### config.mk
export PLATFORM = sky130hd
export DESIGN_NAME = spac_top
export DESIGN_NICKNAME = d
export VERILOG_FILES = /design/src/hw/spac_pkg.sv /design/src/hw/spac_top.sv
export VERILOG_INCLUDE_DIRS = /design/src /design/src/hw
export SDC_FILE = /design/constraint.sdc
export NUM_CORES = 1
export LEC_CHECK = 0
export BUFFER_PORTS_ARGS = -buffer_cell sky130_fd_sc_hd__buf_2
export CAP_MARGIN = 20
export CORE_ASPECT_RATIO = 0.6
export CORE_UTILIZATION = 52
export CTS_BUF_LIST = sky130_fd_sc_hd__clkbuf_4 sky130_fd_sc_hd__clkbuf_8 sky130_fd_sc_hd__clkbuf_16
export CTS_CLUSTER_DIAMETER = 80
export DETAILED_ROUTE_END_ITERATION = 7
export GPL_TIMING_DRIVEN = 0
export PLACE_DENSITY = 0.88
export SETUP_SLACK_MARGIN = 0.5
export SKIP_CTS_REPAIR_TIMING = 1
export SYNTH_ARGS = -nofsm -noshare
export SYNTH_HDL_FRONTEND = slang
export SYNTH_SLANG_ARGS = --single-unit
### constraint.sdc
create_clock -name clock -period 3.9 [get_ports clock]
set_clock_uncertainty 0.2 [all_clocks]
set_input_delay 0.585 -clock clock [delete_from_list [all_inputs] [get_ports clock]]
set_output_delay 0.585 -clock clock [all_outputs]
set_load 0.01 [all_outputs]
### src/hw/spac_consts.svh
// Purpose: Named constants for the serial port and rate clock block.
// Assumes: Included by bare name, definitions only.
// Notes:   Counts are in analog clock ticks, sample periods or serial bits.
`ifndef SPAC_CONSTS_SVH
`define SPAC_CONSTS_SVH

`define SPAC_CMD_LAST      3'h7
`define SPAC_CMD_READ_BIT  0
`define SPAC_PRE_DEFAULT   2'h0
`define SPAC_RATIO_DEFAULT 3'h3
`define SPAC_RATIO_BASE    13'h0020
`define SPAC_SAMPLE_LAST   2'h3
`define SPAC_DR_HALF_LAST  2'h1
`define SPAC_ONE3          3'h1
`define SPAC_ONE13         13'h0001

`endif

### src/hw/spac_pkg.sv
// Purpose: Types shared by the serial port and rate clock block.
// Assumes: Constants come from spac_consts.svh.
// Notes:   Command carrier pairs the raw word with its decode.
package spac_pkg;

    typedef enum logic [2:0] {
        SPAC_IDLE,
        SPAC_CMD,
        SPAC_READ,
        SPAC_WRITE,
        SPAC_FRAME
    } spac_state_t;

    typedef struct packed {
        logic [7:0] code;
        logic       is_read;
    } spac_cmd_t;

endpackage

### src/hw/spac_top.sv
// Purpose: Serial data pins and master/analog/sample/rate clock chain.
// Assumes: All pins sampled as synchronous to clock; edges found here.
// Notes:   Clocks leave as strobes or levels, never as real clocks.
// Operation
// Output line changes on falling serial clock edges while read data goes out.
// Output line undriven during the 8-bit command byte.
// Output undriven for writes, chip select high, or hardware reset low.
// Output driven only while a read command is processed.
// Link is half duplex; input and output never share clock periods.
// Two-wire mode: one frame per data-ready event, bits on falling edges.
// Input bits captured on rising serial clock edges.
// Host opens with chip select low then an 8-bit command.
// Each command word decodes as read or write.
// Input line ignored while chip select is high.
// Two-wire: input pin latched as upper ratio bit, entry and watchdog.
// Master clock from crystal, clock pin, or serial clock in two-wire.
// Analog clock is master clock divided by 1, 2, 4 or 8.
// Sample clock is analog clock divided by four.
// Modulator refreshed once per sample clock period.
// Rate clock is sample clock divided by oversampling ratio.
// One data-ready pulse per new result at the output rate; code gives none in two-wire mode.
// Ratio field 000 gives 32 up to 111 gives 4096, default 256.
// Data-ready pulse active low, master-clock timed, half a sample period.
// Mode pin latched after reset events: low SPI, high two-wire.
// Chip select fall starts, rise ends; nothing while hardware reset low.
// Data-ready events cross safely into serial-side logic.
`timescale 1ns/1ps
`include "spac_consts.svh"

module spac_top #(
    parameter int FRAME_W = 16
) (
    input  wire logic                  clock,
    input  wire logic                  reset,
    input  wire logic                  chip_select_n,
    input  wire logic                  serial_clock,
    input  wire logic                  serial_input_line,
    input  wire logic                  hw_reset_n,
    input  wire logic                  mode_select_pin,
    input  wire logic                  master_reset,
    input  wire logic                  watchdog_reset,
    input  wire logic                  external_clock_select,
    input  wire logic                  crystal_clock,
    input  wire logic                  clock_input_pin,
    input  wire logic [1:0]            prescale_field,
    input  wire logic [2:0]            ratio_select_field,
    input  wire logic [7:0]            read_byte,
    input  wire logic [FRAME_W-1:0]    frame_word,
    output logic                       serial_output_line,
    output logic                       serial_output_enable,
    output spac_pkg::spac_cmd_t        command,
    output logic                       command_valid,
    output logic                       read_request,
    output logic [7:0]                 write_byte,
    output logic                       write_strobe,
    output logic                       two_wire_mode,
    output logic                       ratio_select_upper_pin,
    output logic                       analog_clock,
    output logic                       sample_clock,
    output logic                       modulator_refresh,
    output logic                       output_rate_clock,
    output logic                       data_ready_output
);
    import spac_pkg::*;

    localparam int CW = $clog2(FRAME_W + 1);

    function automatic logic [12:0] ratio_of(input logic [2:0] sel);
        ratio_of = `SPAC_RATIO_BASE << sel;
    endfunction

    ////////////////////////////////////////////////////////////////////
    // Edge detection on sampled pins
    logic sck_q_reg, cs_q_reg, src_q_reg;
    logic src, mtick, sck_rise, sck_fall, cs_fall;

    always_comb begin
        src = two_wire_mode ? serial_clock :
              (external_clock_select ? clock_input_pin : crystal_clock);
        mtick    = src & ~src_q_reg;
        sck_rise = serial_clock & ~sck_q_reg;
        sck_fall = ~serial_clock & sck_q_reg;
        cs_fall  = ~chip_select_n & cs_q_reg;
    end

    always_ff @(posedge clock or posedge reset) begin
        if (reset) begin
            sck_q_reg <= 1'b0;
            cs_q_reg  <= 1'b1;
            src_q_reg <= 1'b0;
        end else begin
            sck_q_reg <= serial_clock;
            cs_q_reg  <= chip_select_n;
            src_q_reg <= src;
        end
    end

    ////////////////////////////////////////////////////////////////////
    // Mode and strap latching
    logic strap_done_reg, strap_done_next;
    logic mode_next, upper_next;

    always_comb begin
        strap_done_next = 1'b1;
        mode_next       = two_wire_mode;
        upper_next      = ratio_select_upper_pin;
        // Strap caught after reset release
        if (!strap_done_reg || master_reset || watchdog_reset) begin
            mode_next = mode_select_pin;
        end
        if ((mode_next && !two_wire_mode) || (mode_next && watchdog_reset)) begin
            upper_next = serial_input_line;
        end
    end

    always_ff @(posedge clock or posedge reset) begin
        if (reset) begin
            strap_done_reg         <= 1'b0;
            two_wire_mode          <= 1'b0;
            ratio_select_upper_pin <= 1'b0;
        end else begin
            strap_done_reg         <= strap_done_next;
            two_wire_mode          <= mode_next;
            ratio_select_upper_pin <= upper_next;
        end
    end

    ////////////////////////////////////////////////////////////////////
    // Clock chain
    logic [2:0]  pre_cnt_reg, pre_cnt_next;
    logic [1:0]  am_cnt_reg, am_cnt_next;
    logic [12:0] rate_cnt_reg, rate_cnt_next;
    logic [1:0]  dr_cnt_reg, dr_cnt_next;
    logic        rate_tick_reg, rate_tick_next;
    logic        am_next, smp_next, rate_clk_next, dr_next, refresh_next;
    logic [2:0]  pre_last, eff_sel;
    logic [12:0] oversampling_ratio;
    logic        am_tick, smp_tick, rate_tick;

    always_comb begin
        pre_last = (`SPAC_ONE3 << prescale_field) - `SPAC_ONE3;
        eff_sel  = two_wire_mode ?
                   {ratio_select_upper_pin, ratio_select_field[1:0]} :
                   ratio_select_field;
        oversampling_ratio      = ratio_of(eff_sel);
        am_tick  = mtick && (pre_cnt_reg >= pre_last);
        smp_tick = am_tick && (am_cnt_reg == `SPAC_SAMPLE_LAST);
        rate_tick = smp_tick && (rate_cnt_reg >= oversampling_ratio - `SPAC_ONE13);
        pre_cnt_next  = pre_cnt_reg;
        am_cnt_next   = am_cnt_reg;
        rate_cnt_next = rate_cnt_reg;
        if (mtick) begin
            pre_cnt_next = am_tick ? 3'h0 : pre_cnt_reg + `SPAC_ONE3;
        end
        if (am_tick) begin
            am_cnt_next = am_cnt_reg + 2'h1;
        end
        if (smp_tick) begin
            rate_cnt_next = rate_tick ? 13'h0000 : rate_cnt_reg + `SPAC_ONE13;
        end
        am_next        = am_tick;
        smp_next       = am_cnt_next[1];
        refresh_next   = smp_tick;
        rate_clk_next  = rate_cnt_next < (oversampling_ratio >> 1);
        rate_tick_next = rate_tick;
        dr_next        = data_ready_output;
        dr_cnt_next    = dr_cnt_reg;
        if (rate_tick && !two_wire_mode) begin
            dr_next     = 1'b0;
            dr_cnt_next = 2'h0;
        end else if (!data_ready_output && am_tick) begin
            // Two analog periods make half a sample period
            dr_cnt_next = dr_cnt_reg + 2'h1;
            if (dr_cnt_reg == `SPAC_DR_HALF_LAST) begin
                dr_next = 1'b1;
            end
        end
    end

    always_ff @(posedge clock or posedge reset) begin
        if (reset) begin
            pre_cnt_reg       <= 3'h0;
            am_cnt_reg        <= 2'h0;
            rate_cnt_reg      <= 13'h0000;
            dr_cnt_reg        <= 2'h0;
            rate_tick_reg     <= 1'b0;
            analog_clock      <= 1'b0;
            sample_clock      <= 1'b0;
            modulator_refresh <= 1'b0;
            output_rate_clock <= 1'b0;
            data_ready_output <= 1'b1;
        end else begin
            pre_cnt_reg       <= pre_cnt_next;
            am_cnt_reg        <= am_cnt_next;
            rate_cnt_reg      <= rate_cnt_next;
            dr_cnt_reg        <= dr_cnt_next;
            rate_tick_reg     <= rate_tick_next;
            analog_clock      <= am_next;
            sample_clock      <= smp_next;
            modulator_refresh <= refresh_next;
            output_rate_clock <= rate_clk_next;
            data_ready_output <= dr_next;
        end
    end

    ////////////////////////////////////////////////////////////////////
    // Serial port
    spac_state_t        state_reg, state_next;
    logic [2:0]         bit_reg, bit_next;
    logic [CW-1:0]      fcnt_reg, fcnt_next;
    logic [7:0]         in_reg, in_next;
    logic [FRAME_W-1:0] out_reg, out_next;
    logic               req_reg, req_next;
    logic               sdo_next, oe_next, cv_next, rr_next, ws_next;
    logic [7:0]         wb_next, word;
    spac_cmd_t          cmd_next;

    always_comb begin
        state_next = state_reg;
        bit_next   = bit_reg;
        fcnt_next  = fcnt_reg;
        in_next    = in_reg;
        out_next   = out_reg;
        sdo_next   = serial_output_line;
        oe_next    = serial_output_enable;
        cmd_next   = command;
        wb_next    = write_byte;
        cv_next    = 1'b0;
        rr_next    = 1'b0;
        ws_next    = 1'b0;
        word       = {in_reg[6:0], serial_input_line};
        // Event already in this domain; a set beats the take below
        req_next   = two_wire_mode && (req_reg || rate_tick_reg);
        if (!hw_reset_n) begin
            state_next = SPAC_IDLE;
            oe_next    = 1'b0;
        end else if (two_wire_mode) begin
            case (state_reg)
                SPAC_FRAME: begin
                    if (sck_fall) begin
                        if (fcnt_reg == CW'(FRAME_W)) begin
                            oe_next    = 1'b0;
                            state_next = SPAC_IDLE;
                        end else begin
                            sdo_next  = out_reg[FRAME_W-1];
                            oe_next   = 1'b1;
                            out_next  = out_reg << 1;
                            fcnt_next = fcnt_reg + CW'(1);
                        end
                    end
                end
                default: begin
                    oe_next = 1'b0;
                    if (req_reg) begin
                        state_next = SPAC_FRAME;
                        out_next   = frame_word;
                        fcnt_next  = '0;
                        req_next   = rate_tick_reg;
                    end
                end
            endcase
        end else if (chip_select_n) begin
            state_next = SPAC_IDLE;
            oe_next    = 1'b0;
        end else begin
            case (state_reg)
                SPAC_IDLE: begin
                    oe_next = 1'b0;
                    if (cs_fall) begin
                        state_next = SPAC_CMD;
                        bit_next   = 3'h0;
                    end
                end
                SPAC_CMD: begin
                    oe_next = 1'b0;
                    if (sck_rise) begin
                        in_next  = word;
                        bit_next = bit_reg + 3'h1;
                        if (bit_reg == `SPAC_CMD_LAST) begin
                            cv_next          = 1'b1;
                            cmd_next.code    = word;
                            cmd_next.is_read = word[`SPAC_CMD_READ_BIT];
                            if (word[`SPAC_CMD_READ_BIT]) begin
                                state_next = SPAC_READ;
                                out_next   = FRAME_W'(read_byte) << (FRAME_W - 8);
                                rr_next    = 1'b1;
                            end else begin
                                state_next = SPAC_WRITE;
                            end
                        end
                    end
                end
                SPAC_READ: begin
                    // Input ignored here: half duplex
                    if (sck_fall) begin
                        sdo_next = out_reg[FRAME_W-1];
                        oe_next  = 1'b1;
                        bit_next = bit_reg + 3'h1;
                        if (bit_reg == `SPAC_CMD_LAST) begin
                            out_next = FRAME_W'(read_byte) << (FRAME_W - 8);
                            rr_next  = 1'b1;
                        end else begin
                            out_next = out_reg << 1;
                        end
                    end
                end
                SPAC_WRITE: begin
                    oe_next = 1'b0;
                    if (sck_rise) begin
                        in_next  = word;
                        bit_next = bit_reg + 3'h1;
                        if (bit_reg == `SPAC_CMD_LAST) begin
                            wb_next = word;
                            ws_next = 1'b1;
                        end
                    end
                end
                default: begin
                    state_next = SPAC_IDLE;
                    oe_next    = 1'b0;
                end
            endcase
        end
    end

    always_ff @(posedge clock or posedge reset) begin
        if (reset) begin
            state_reg            <= SPAC_IDLE;
            bit_reg              <= 3'h0;
            fcnt_reg             <= '0;
            in_reg               <= 8'h00;
            out_reg              <= '0;
            req_reg              <= 1'b0;
            serial_output_line   <= 1'b0;
            serial_output_enable <= 1'b0;
            command              <= '0;
            command_valid        <= 1'b0;
            read_request         <= 1'b0;
            write_byte           <= 8'h00;
            write_strobe         <= 1'b0;
        end else begin
            state_reg            <= state_next;
            bit_reg              <= bit_next;
            fcnt_reg             <= fcnt_next;
            in_reg               <= in_next;
            out_reg              <= out_next;
            req_reg              <= req_next;
            serial_output_line   <= sdo_next;
            serial_output_enable <= oe_next;
            command              <= cmd_next;
            command_valid        <= cv_next;
            read_request         <= rr_next;
            write_byte           <= wb_next;
            write_strobe         <= ws_next;
        end
    end

endmodule

==> results of run 1 <==
## cells in the final DEF (no fill, tap or decap), drive strengths merged, types with 2 or more instances in the layout
cell type / count
buf: 88
dfrtp: 85
nand2: 58
nor2: 30
mux2: 28
ha: 27
inv: 21
o21ai: 20
a21oi: 19
clkbuf: 19
nor2b: 16
nand3: 14
a21o: 11
a211oi: 10
mux2i: 9
xnor2: 9
a311oi: 8
nand4: 8
o31ai: 8
xor2: 7
nor3: 7
nand3b: 4
and4: 4
nor4: 4
nand2b: 3
nor4b: 3
or2: 3
a211o: 2
and3b: 2
and3: 2
conb: 2
dfstp: 2
clkinv: 2
## power by group through the flow
stage / sequential [W] / clock, W / combinational (W)
after floorplan: 0.00113 / 0 / 0.000423
after global placement: 0.00113 / 0 / 0.000550
after detailed placement: 0.00114 / 0 / 0.000590
after CTS: 0.00113 / 0.000824 / 0.000602
after global routing: 0.00115 / 0.000851 / 0.000715
final: 0.00113 / 0.000812 / 0.000645
## worst min path at each step
stage / from / to / slack [ns] / depth (start not counted)
3_5_place_dp: out_reg[5] / out_reg[5] / 0.27 / 2
6_report: chip_select_n / cs_q_reg / 0.17 / 1
3_3_place_gp: out_reg[6] / out_reg[6] / 0.26 / 2
2_1_floorplan: rate_tick_reg / req_reg / 0.24 / 2
5_1_grt: chip_select_n / cs_q_reg / 0.16 / 1
4_1_cts: reset / command[2] / -0.04 / 2
## cell type report
type	count	share of cell area, %
Multi-Input combinational cell	333	43.3
Sequential cell	87	38.1
Timing Repair Buffer	79	7.83
Clock buffer	11	4.42
Tap cell	112	2.45
Buffer	18	1.86
Inverter	20	1.57
Clock inverter	4	0.525
## cells in the mapped netlist, types with 4 or more instances
cell                       number
sky130_fd_sc_hd__a311oi_1       8
sky130_fd_sc_hd__mux2i_1        9
sky130_fd_sc_hd__buf_2          5
sky130_fd_sc_hd__nor2_1        28
sky130_fd_sc_hd__xor2_1         7
sky130_fd_sc_hd__nor2b_1       16
sky130_fd_sc_hd__a211oi_1      10
sky130_fd_sc_hd__dfrtp_1       85
sky130_fd_sc_hd__nor3_1         5
sky130_fd_sc_hd__and4_1         4
sky130_fd_sc_hd__o21ai_0       17
sky130_fd_sc_hd__ha_1          27
sky130_fd_sc_hd__nand3b_1       4
sky130_fd_sc_hd__nand4_1        8
sky130_fd_sc_hd__nand3_1       14
sky130_fd_sc_hd__a21o_1        11
sky130_fd_sc_hd__mux2_2        28
sky130_fd_sc_hd__nand2_1       57
sky130_fd_sc_hd__o31ai_1        8
sky130_fd_sc_hd__a21oi_1       19
sky130_fd_sc_hd__clkbuf_1       8
sky130_fd_sc_hd__xnor2_1        9
sky130_fd_sc_hd__inv_1         17
## routing by layer
| metal | share of wire [%] | track usage [%] | vias up |
|---|---|---|---|
| li1 | - | - | 1805 |
| met1 | 45 | 33.4 | 1941 |
| met2 | 47 | 42.8 | 158 |
| met3 | 6.3 | 4.35 | 21 |
| met4 | 1.6 | 10.2 | 0 |
| met5 | 0 | 0 | - |
## kinds of logic after synthesis
kind of cell	Yosys count	synth area share, %
compound gates	89	12.7
other cells	1	0.0798
flops	87	46.4
fa+ha+maj	27	7.19
mux	37	8.63
buf+inv	38	3.76
xor+xnor	16	2.98
simple gates	162	18.2
## through the flow
| stage | instances | hold slack [ns] | instance area (um^2) | setup WS, ns | util [%] |
|---|---|---|---|---|---|
| after floorplan | 458 | 0.238 | 4820 | 0.136 | - |
| after global placement | 637 | 0.260 | 5300 | -0.192 | 61.5 |
| after detailed placement | 638 | 0.270 | 5330 | -0.250 | 61.8 |
| after CTS | 653 | -0.0372 | 5610 | -0.172 | 65.1 |
| after global routing | 664 | 0.160 | 5720 | -0.226 | 66.4 |
| final | 664 | 0.167 | 5720 | -0.0468 | 66.4 |
==> out/qor.log, run 1 <==
qor: routing.ant_nets 0
qor: timing.finalSetupTns -0.0468 ns
qor: timing.grt_setup_unrepaired yes
qor: cts.clkTransAtPathRegs 0.06 ns
qor: routing.remaining_drc_errors 0
qor: cells_and_area.final.fill_count 665
qor: critical_path.crit_family compound AO/OA/AOI/OAI gates
qor: global_routing.grt.overflow.total 0
qor: power.power 0.00259 W
qor: synthesis.synth_cell_types 60
qor: cells_and_area.ratio_of_cells_with_drive_above_1_in_the_final_layout 29.9%
qor: hold_path.hp-class primary input to flop
qor: power.internal_power_component 0.00178 W
qor: timing.post-route-min-period 3.95 ns
qor: timing.tightestPinTransition 0.717 ns
qor: global_routing.grt_first_pass_wirelength 18400 um
qor: cts.h_tree_level_count 3
qor: critical_path.path_depth 21
qor: timing.final_period_util 101%
qor: cts.tritoncts done
qor: power.power.share.combinational 24.9%
qor: cells_and_area.seq_area 2180 um^2
qor: timing.final_setup_margin -0.0468 ns
qor: critical_path.critical_path.startpoint two_wire_mode
qor: critical_path.worst-endpoint-required 3.99 ns
qor: cts.cts-buffers-inserted 9
qor: routing.drt_pass1_iterations 5
qor: timing.hold_violations 0
qor: critical_path.timing.critical_path.arrival 4.03 ns
qor: global_routing.grt.total_usage 25.3%
qor: synthesis.postSynth.asyncResetShare 100%
qor: power.static_power_due_to_leakage 2.86 nW
qor: critical_path.start_of_the_worst_register_to_register_path two_wire_mode
qor: power.share_clk_of_total_power 31.4%
qor: synthesis.number_of_enable_flip_flop_cells_after_synthesis 0
qor: timing.max_freq 253 MHz
qor: timing.relSlewSlack 52.0%
qor: die.dieArea 9430 um^2
qor: cts.deepest_clock_path_buffer_count 2
qor: cells_and_area.antenna_cells 0
qor: critical_path.cp-end-kind flop
qor: routing.route.vias.total 3925
qor: cts.clk_root_buffer_cell sky130_fd_sc_hd__clkbuf_16
qor: cts.clkLatencyLatePin 0.35 ns
qor: timing.final_max_slew_viol_count 0
qor: critical_path.worst_r2r_endpoint output_rate_clock
qor: critical_path.worstSetupEndpoint output_rate_clock
qor: status.status complete, but fails checks
qor: synthesis.yosysTopAreaCell sky130_fd_sc_hd__dfrtp_1
qor: synthesis.yosysWarningCount 0
qor: die.start_util 54.5%
qor: critical_path.rrSetupSlack -0.05 ns
qor: synthesis.synthesis.area_per_instance 10.3 um^2
qor: placement.detailed_place_hpwl 8180 um
qor: critical_path.critical-path-max-stage-delay 0.41 ns
qor: routing.post_drt_wl_per_cell 17.4 um
qor: global_routing.via_count_of_the_first_global_routing_pass 3848
qor: synthesis.ys_top_cells_by_area sky130_fd_sc_hd__dfrtp_1 45%, sky130_fd_sc_hd__ha_1 7.2%, sky130_fd_sc_hd__mux2_2 6.7%
qor: synthesis.synth-main-ff-cell sky130_fd_sc_hd__dfrtp_1
qor: power.power_frac_seq 43.7%
qor: critical_path.crit_chain buf_6, mux2_4, inv_6, nand2_4, ha_4, inv_4, xnor2_1, ha_1, a21o_1, a221o_1, a21oi_4, nor2_4, buf_8, nor2_4, ha_4, a41oi_2, o21ai_2, a21oi_2, nor2b_1, o21ai_1, o211a_1
qor: die.rows 26
qor: cells_and_area.synthToLayoutAreaGrowth 21.8%
qor: synthesis.post_synth_inst_count 457
qor: synthesis.yosys_reg_bits 87
qor: critical_path.crit_type flop to flop
qor: critical_path.path_max_fanout 10
qor: power.switching_power 0.000809 W
qor: die.fp.coreArea 8620 um^2
qor: power.switching_share 31.2%
qor: critical_path.critPathLaunchType flop
qor: routing.drt_first_iter_violations 306
qor: critical_path.total_buffers_and_inverters_traversed_by_the_critical_path 4
qor: synthesis.total_standard_cell_area_after_synthesis 4700 um^2
qor: global_routing.grt_max_degree 72
qor: cells_and_area.largest_register_ffs 16
qor: die.die-height 75.6 um
qor: cells_and_area.multiInputGateArea 2480 um^2
qor: die.io-pin-count 70
qor: routing.vias_per_cell 5.91
qor: die.die-width 125 um
qor: synthesis.synth.yosys.seq_area_share 46.4%
qor: power.irDropWorstVdd 0.259 mV
qor: power.power-per-cell-area 452 nW/um^2
qor: critical_path.r2r_cells 21
qor: cells_and_area.final_nets 616
qor: placement.port_buffers 67
qor: cts.clock_sink_count 87
qor: status.violated_checks negative setup slack
qor: critical_path.cpMaxStageDelayCell sky130_fd_sc_hd__a221o_1
qor: timing.setup-violations-final 1
qor: job.max-cap-violations 0
qor: routing.totalWireLength 11500 um
qor: placement.place.gp.congestion 0.943
qor: synthesis.yosys.area.top_type_share 45.3%
qor: global_routing.grt_antenna_before_repair 0
(Power assumes the default switching activity.)
==> run 2, diff against run 1 <==
--- a/config.mk
+++ b/config.mk
@@ -6,6 +6,7 @@
 export SDC_FILE = /design/constraint.sdc
 export NUM_CORES = 1
 export LEC_CHECK = 0
+export ABC_AREA = 1
 export BUFFER_PORTS_ARGS = -buffer_cell sky130_fd_sc_hd__buf_2
 export CAP_MARGIN = 20
 export CORE_ASPECT_RATIO = 0.6
@@ -14,7 +15,7 @@
 export CTS_CLUSTER_DIAMETER = 80
 export DETAILED_ROUTE_END_ITERATION = 7
 export GPL_TIMING_DRIVEN = 0
-export PLACE_DENSITY = 0.88
+export PLACE_DENSITY = 0.87
 export SETUP_SLACK_MARGIN = 0.5
 export SKIP_CTS_REPAIR_TIMING = 1
 export SYNTH_ARGS = -nofsm -noshare
==> out/qor.log, run 2 <==
qor: status.status completed
qor: cells_and_area.synthToLayoutAreaGrowth 22.2%
qor: synthesis.ys_top_cells_by_area sky130_fd_sc_hd__dfrtp_1 43%, sky130_fd_sc_hd__nand2_1 10%, sky130_fd_sc_hd__ha_1 6.8%
qor: cells_and_area.final.fill_count 768 [+15%]
qor: die.dieArea 10000 um^2 [+6.1%]
qor: routing.drt_first_iter_violations 483 [+58%]
qor: power.switching_share 38.6% [+7.3 points]
qor: cts.clock_sink_count 87 [unchanged]
qor: routing.remaining_drc_errors 0 [unchanged]
qor: power.static_power_due_to_leakage 3.00 nW [+5.0%]
qor: synthesis.yosys_reg_bits 87 [unchanged]
qor: synthesis.yosys.area.top_type_share 42.6% [-2.6 points]
qor: cells_and_area.multiInputGateArea 2610 um^2 [+5.5%]
qor: routing.post_drt_wl_per_cell 14.9 um [-14%]
qor: synthesis.synth.cells.most_frequent 133 x sky130_fd_sc_hd__nand2_1, 85 x sky130_fd_sc_hd__dfrtp_1, 71 x sky130_fd_sc_hd__inv_1
qor: timing.setup-violations-final 0 [-1]
qor: synthesis.synthesis.area_per_instance 7.99 um^2 [-22%]
qor: cells_and_area.ratio_of_cells_with_drive_above_1_in_the_final_layout 25.8% [-4.1 points]
qor: timing.final_period_util 96.9% [-4.3 points]
qor: synthesis.synth-main-ff-cell sky130_fd_sc_hd__dfrtp_1
qor: routing.vias_per_cell 5.49 [-7.1%]
qor: placement.place_inst 825 [+29%]
qor: critical_path.worst_r2r_endpoint output_rate_clock
qor: placement.port_buffers 69 [+3.0%]
qor: critical_path.cpMaxStageDelayCell sky130_fd_sc_hd__dfrtp_2
qor: critical_path.rrSetupSlack 0.12 ns [+0.17 ns]
qor: hold_path.hp-class primary input to async pin
qor: global_routing.grt_first_pass_wirelength 20400 um [+11%]
qor: synthesis.synthMostInstantiatedCell sky130_fd_sc_hd__nand2_1
qor: cts.cts-buffers-inserted 9 [unchanged]
qor: timing.final_max_slew_viol_count 0 [unchanged]
qor: cells_and_area.antenna_cells 0 [unchanged]
qor: cts.deepest_clock_path_buffer_count 2 [unchanged]
qor: global_routing.grt.overflow.total 0 [unchanged]
qor: power.irDropWorstVdd 0.371 mV [+43%]
qor: synthesis.synth.yosys.seq_area_share 43.7% [-2.7 points]
qor: critical_path.crit_type flop to flop
qor: global_routing.via_count_of_the_first_global_routing_pass 4287 [+11%]
qor: cells_and_area.largest_register_ffs 16 [unchanged]
qor: critical_path.start_of_the_worst_register_to_register_path two_wire_mode
qor: timing.tightestPinTransition 0.719 ns [+0.00183 ns]
qor: synthesis.post_synth_inst_count 624 [+37%]
qor: power.internal_power_component 0.00204 W [+15%]
qor: power.share_clk_of_total_power 24.5% [-6.9 points]
qor: cells_and_area.highest_count_cells_in_the_layout_ignoring_fill_and_taps 123 x sky130_fd_sc_hd__nand2_1, 84 x sky130_fd_sc_hd__dfrtp_1, 74 x sky130_fd_sc_hd__buf_2, 68 x sky130_fd_sc_hd__inv_1, 58 x sky130_fd_sc_hd__o21ai_0
qor: routing.drt_pass1_iterations 7 [+2]
qor: routing.ant_nets 0 [unchanged]
qor: power.power_frac_seq 39.3% [-4.4 points]
qor: critical_path.path_max_fanout 7 [-3]
qor: die.die-height 77.9 um [+3.0%]
qor: power.power.share.combinational 36.2% [+11 points]
qor: synthesis.synth_cell_types 42 [-30%]
qor: global_routing.grt_max_degree 51 [-29%]
qor: timing.grt_setup_unrepaired yes
qor: global_routing.grt_antenna_before_repair 0 [unchanged]
qor: global_routing.grt.total_usage 26.3% [+1.0 points]
qor: routing.totalWireLength 12700 um [+10%]
qor: cts.tritoncts done
qor: die.rows 27 [+3.8%]
qor: power.power 0.00332 W [+28%]
qor: synthesis.yosysTopAreaCell sky130_fd_sc_hd__dfrtp_1
qor: critical_path.critical-path-max-stage-delay 0.47 ns [+0.06 ns]
qor: cells_and_area.layout.cells.most_common sky130_fd_sc_hd__nand2_1
qor: job.max-cap-violations 0 [unchanged]
qor: cells_and_area.final_nets 787 [+28%]
qor: cts.clkTransAtPathRegs 0.07 ns [about the same]
qor: critical_path.critPathMostFrequentCell sky130_fd_sc_hd__nand2_2
qor: synthesis.postSynth.asyncResetShare 100% [unchanged]
qor: routing.route.vias.total 4690 [+19%]
qor: critical_path.worst-endpoint-required 3.97 ns [-0.02 ns]
qor: synthesis.yosysWarningCount 0 [unchanged]
qor: cells_and_area.finalNonFillerCells 854 [+29%]
qor: timing.max_freq 265 MHz [+4.4%]
qor: power.power-per-cell-area 545 nW/um^2 [+20%]
qor: cts.h_tree_level_count 3 [unchanged]
qor: cts.clk_root_buffer_cell sky130_fd_sc_hd__clkbuf_16
qor: placement.detailed_place_hpwl 9310 um [+14%]
qor: placement.place.gp.congestion 0.913 [-3.3%]
qor: critical_path.critPathLaunchType flop
qor: critical_path.timing.critical_path.arrival 3.85 ns [-0.18 ns]
qor: critical_path.cp-end-kind flop
qor: timing.relSlewSlack 51.7% [-0.27 points]
qor: die.io-pin-count 70 [unchanged]
qor: cells_and_area.seq_area 2180 um^2 [about the same]
qor: die.fp.coreArea 9260 um^2 [+7.4%]
qor: synthesis.total_standard_cell_area_after_synthesis 4990 um^2 [+6.2%]
qor: power.switching_power 0.00128 W [+59%]
qor: timing.hold_violations 0 [unchanged]
qor: cts.clkLatencyLatePin 0.34 ns [about the same]
qor: synthesis.number_of_enable_flip_flop_cells_after_synthesis 0 [unchanged]
qor: die.start_util 53.9% [-0.59 points]
qor: cells_and_area.final_core_utilization 65.9% [-0.50 points]
qor: die.die-width 128 um [+3.0%]
qor: timing.post-route-min-period 3.78 ns [-0.167 ns]
qor: critical_path.r2r_cells 25 [+19%]
[run 2: through the flow]
stage / worst slack (ns) / TNS, ns / hold WS, ns / cell area (um^2)
after floorplan: 0.423 / 0 / 0.238 / 5060
after global placement: -0.361 / -7.94 / 0.253 / 5570
after detailed placement: -0.404 / -0.404 / 0.275 / 5600
after CTS: -0.325 / -0.325 / 0.0804 / 5880
after global routing: -0.0160 / -0.0160 / 0.0995 / 6100
final: 0.120 / 0 / 0.0661 / 6100
[run 2: layer usage]
layer	global-route usage, %	part of all wire, %	routed length (um)	vias up
met5	0	0	0	-
li1	-	-	-	2251
met4	6.94	1.5	185	0
met2	40.4	45	5760	195
met3	6.55	7.8	992	30
met1	37.1	45	5780	2214
[run 2: critical path: cells and delay by family (launching register included)]
kind | cells | cell delay [ns]
xor+xnor | 1 | 0.17
simple gates | 14 | 1.51
buf+inv | 2 | 0.09
compound gates | 5 | 0.58
flops | 1 | 0.47
fa+ha+maj | 3 | 0.66
[run 2: how the worst max path moves through the flow]
stage | startpoint | endpoint | depth (start not counted)
after floorplan | ratio_select_field[2] | output_rate_clock | 25
after global placement | reset | two_wire_mode | 2
after detailed placement | ratio_select_field[2] | output_rate_clock | 26
after CTS | two_wire_mode | output_rate_clock | 26
after global routing | two_wire_mode | output_rate_clock | 24
final | two_wire_mode | output_rate_clock | 25
[run 2: layout make-up]
type | count | share of cell area (%)
multi-input combinational | 446 | 42.8
sequential | 87 | 35.8
inverter | 79 | 5.15
tap | 130 | 2.67
clock inverter | 7 | 0.903
buffer | 13 | 1.27
clock buffer | 9 | 3.69
timing repair buffer | 83 | 7.71
[run 2: cell families (layout without fill, tap and decap cells)]
| group | count (synthesis) | count (layout) | share of synthesized area, % |
|---|---|---|---|
| simple gates | 272 | 272 | 24.6 |
| compound gates | 135 | 135 | 15.5 |
| buf+inv | 92 | 191 | 7.50 |
| flops | 87 | 87 | 43.7 |
| fa+ha+maj | 27 | 27 | 6.77 |
| xor+xnor | 9 | 9 | 1.58 |
| other cells | 1 | 2 | 0.0752 |
| mux | 1 | 1 | 0.226 |
[run 2: power groups by stage]
stage / Clock (W) / Combinational (W) / Sequential (W)
final: 0.000814 / 0.00120 / 0.00131
after global routing: 0.000861 / 0.00134 / 0.00133
after CTS: 0.000829 / 0.00105 / 0.00130
after detailed placement: 0 / 0.00104 / 0.00131
after global placement: 0 / 0.000973 / 0.00130
after floorplan: 0 / 0.000768 / 0.00128
==> run 3, diff against run 2 <==
--- a/config.mk
+++ b/config.mk
@@ -16,6 +16,7 @@
 export DETAILED_ROUTE_END_ITERATION = 7
 export GPL_TIMING_DRIVEN = 0
 export PLACE_DENSITY = 0.87
+export REMOVE_ABC_BUFFERS = 1
 export SETUP_SLACK_MARGIN = 0.5
 export SKIP_CTS_REPAIR_TIMING = 1
 export SYNTH_ARGS = -nofsm -noshare
==> out/qor.log, run 3 (synthesis gave the netlist of run 2 again) <==
qor: global_routing.grt.overflow.total 0 [unchanged]
qor: timing.tightestPinTransition 0.636 ns [-0.0832 ns]
qor: cts.clkLatencyLatePin 0.35 ns [about the same]
qor: critical_path.cp-end-kind flop
qor: power.power.share.combinational 35.1% [-1.1 points]
qor: timing.setup-violations-final 1 [+1]
qor: power.internal_power_component 0.00218 W [+6.7%]
qor: routing.drt_first_iter_violations 480 [-0.62%]
qor: power.power 0.00348 W [+4.9%]
qor: placement.port_buffers 69 [unchanged]
qor: critical_path.crit_family simple AND/OR/NAND/NOR gates
qor: status.status complete, but fails checks
qor: cells_and_area.final.fill_count 770 [+0.26%]
qor: cells_and_area.layout.cells.most_common sky130_fd_sc_hd__nand2_1
qor: placement.place.gp.congestion 0.947 [+3.7%]
qor: critical_path.total_buffers_and_inverters_traversed_by_the_critical_path 4 [+2]
qor: critical_path.critical-path-max-stage-delay 0.55 ns [+0.08 ns]
qor: critical_path.crit_chain clkinv_8, nand2_1, nand2_4, inv_4, buf_4, nor3_1, nor2_1, xor2_1, ha_1, nand2_2, inv_2, nand2_2, nand3_2, nor2_2, nand3_2, o21ai_2, o21a_1, ha_4, a21oi_2, o21ai_1, a21oi_1, o21a_1, nand2_1, a21oi_2
qor: critical_path.timing.critical_path.arrival 4.04 ns [+0.19 ns]
qor: power.switching_power 0.00131 W [+2.0%]
qor: routing.totalWireLength 12900 um [+1.8%]
qor: die.io-pin-count 70 [unchanged]
qor: status.violated_checks negative setup slack
qor: power.irDropWorstVdd 0.314 mV [-15%]
qor: cells_and_area.largest_register_ffs 16 [unchanged]
qor: hold_path.hp-class primary input to async pin
qor: cts.clk_root_buffer_cell sky130_fd_sc_hd__clkbuf_16
qor: die.die-height 77.9 um [unchanged]
qor: timing.holdWs 0.0779 ns [+0.0118 ns]
qor: routing.post_drt_wl_per_cell 15.3 um [+2.5%]
qor: timing.final_setup_margin -0.0624 ns [-0.183 ns]
qor: die.start_util 53.9% [unchanged]
qor: job.max-cap-violations 0 [unchanged]
qor: global_routing.via_count_of_the_first_global_routing_pass 4366 [+1.8%]
qor: timing.hold_violations 0 [unchanged]
qor: routing.route.vias.total 4810 [+2.6%]
qor: die.fp.coreArea 9260 um^2 [unchanged]
qor: placement.detailed_place_hpwl 8810 um [-5.4%]
qor: power.power-per-cell-area 571 nW/um^2 [+4.8%]
qor: cts.deepest_clock_path_buffer_count 2 [unchanged]
qor: routing.drt_pass1_iterations 8 [+1]
qor: global_routing.grt_max_degree 47 [-7.8%]
qor: timing.max_freq 252 MHz [-4.6%]
qor: cts.clock_sink_count 87 [unchanged]
qor: global_routing.grt.total_usage 26.4% [+0.046 points]
qor: cts.clkTransAtPathRegs 0.07 ns [about the same]
qor: timing.post-route-min-period 3.96 ns [+0.183 ns]
qor: critical_path.worst-endpoint-required 3.98 ns [about the same]
qor: cells_and_area.antenna_cells 0 [unchanged]
qor: power.switching_share 37.5% [-1.1 points]
qor: routing.ant_nets 0 [unchanged]
qor: critical_path.crit_type flop to flop
qor: critical_path.cpMaxStageDelayCell sky130_fd_sc_hd__dfrtp_4
qor: die.dieArea 10000 um^2 [unchanged]
qor: cells_and_area.synthToLayoutAreaGrowth 22.4%
qor: timing.grt_setup_unrepaired yes
qor: critical_path.critPathLaunchType flop
qor: power.power_frac_seq 37.7% [-1.6 points]
qor: critical_path.path_depth 24 [-4.0%]
qor: timing.final_period_util 102% [+4.7 points]
qor: cells_and_area.highest_count_cells_in_the_layout_ignoring_fill_and_taps 124 x sky130_fd_sc_hd__nand2_1, 84 x sky130_fd_sc_hd__dfrtp_1, 70 x sky130_fd_sc_hd__buf_2, 68 x sky130_fd_sc_hd__inv_1, 59 x sky130_fd_sc_hd__o21ai_0
qor: power.share_clk_of_total_power 27.2% [+2.7 points]
qor: cells_and_area.ratio_of_cells_with_drive_above_1_in_the_final_layout 25.6% [-0.20 points]
qor: cts.tritoncts done
qor: routing.vias_per_cell 5.67 [+3.3%]
qor: power.static_power_due_to_leakage 3.02 nW [+0.52%]
qor: global_routing.grt_antenna_before_repair 0 [unchanged]
qor: timing.relSlewSlack 57.3% [+5.6 points]
qor: global_routing.grt_first_pass_wirelength 20500 um [+0.54%]
qor: cts.h_tree_level_count 3 [unchanged]
qor: routing.remaining_drc_errors 0 [unchanged]
qor: critical_path.r2r_cells 24 [-4.0%]
qor: die.die-width 128 um [unchanged]
qor: die.rows 27 [unchanged]
qor: cts.cts-buffers-inserted 9 [unchanged]
qor: critical_path.path_max_fanout 7 [unchanged]
qor: cells_and_area.final_nets 781 [-0.76%]
qor: timing.final_max_slew_viol_count 0 [unchanged]
## run 3: metal layers
layer	up-vias	part of all wire, %	wire length, um	track usage (%)
li1	2239	-	-	-
met1	2264	44	5700	37.1
met2	273	45	5880	40.1
met3	34	8.5	1100	6.41
met4	0	2.0	259	8.24
met5	-	0	0	0
## run 3: power groups by stage
stage / sequential (W) / combinational, W / clock, W
6_report: 0.00131 / 0.00122 / 0.000948
5_1_grt: 0.00134 / 0.00136 / 0.00101
4_1_cts: 0.00130 / 0.00102 / 0.000965
3_5_place_dp: 0.00131 / 0.00101 / 0
3_3_place_gp: 0.00130 / 0.000935 / 0
2_1_floorplan: 0.00128 / 0.000743 / 0
## run 3: stage by stage
stage / setup WS [ns] / utilization, % / instances / setup TNS [ns] / cell area, um^2
after detailed placement: -1.15 / 58.9 / 812 / -3.75 / 5450
final: -0.0624 / 66.0 / 848 / -0.0624 / 6110
after CTS: -1.23 / 62.5 / 828 / -4.87 / 5780
after floorplan: -0.226 / - / 612 / -0.226 / 4910
after global placement: -0.963 / 58.6 / 811 / -6.94 / 5420
after global routing: -0.241 / 66.0 / 848 / -0.241 / 6110
## run 3: final cells by class
cell class,instances,area [um^2],area share [%]
Multi-Input combinational cell,446,2590,42.5
Sequential cell,87,2180,35.8
Timing Repair Buffer,90,524,8.59
Inverter,79,314,5.14
Clock buffer,9,225,3.69
Tap cell,130,163,2.66
Clock inverter,7,104,1.70
## run 3: worst paths after layout
kind	from	endpoint	slack, ns
min	reset	command[3]	0.08
min in group clock	chip_select_n	cs_q_reg	0.20
max in group asynchronous	reset	data_ready_output	2.76
max reg2reg	two_wire_mode	output_rate_clock	-0.06
max	two_wire_mode	output_rate_clock	-0.06
min reg2reg	am_cnt_reg[0]	am_cnt_reg[0]	0.29
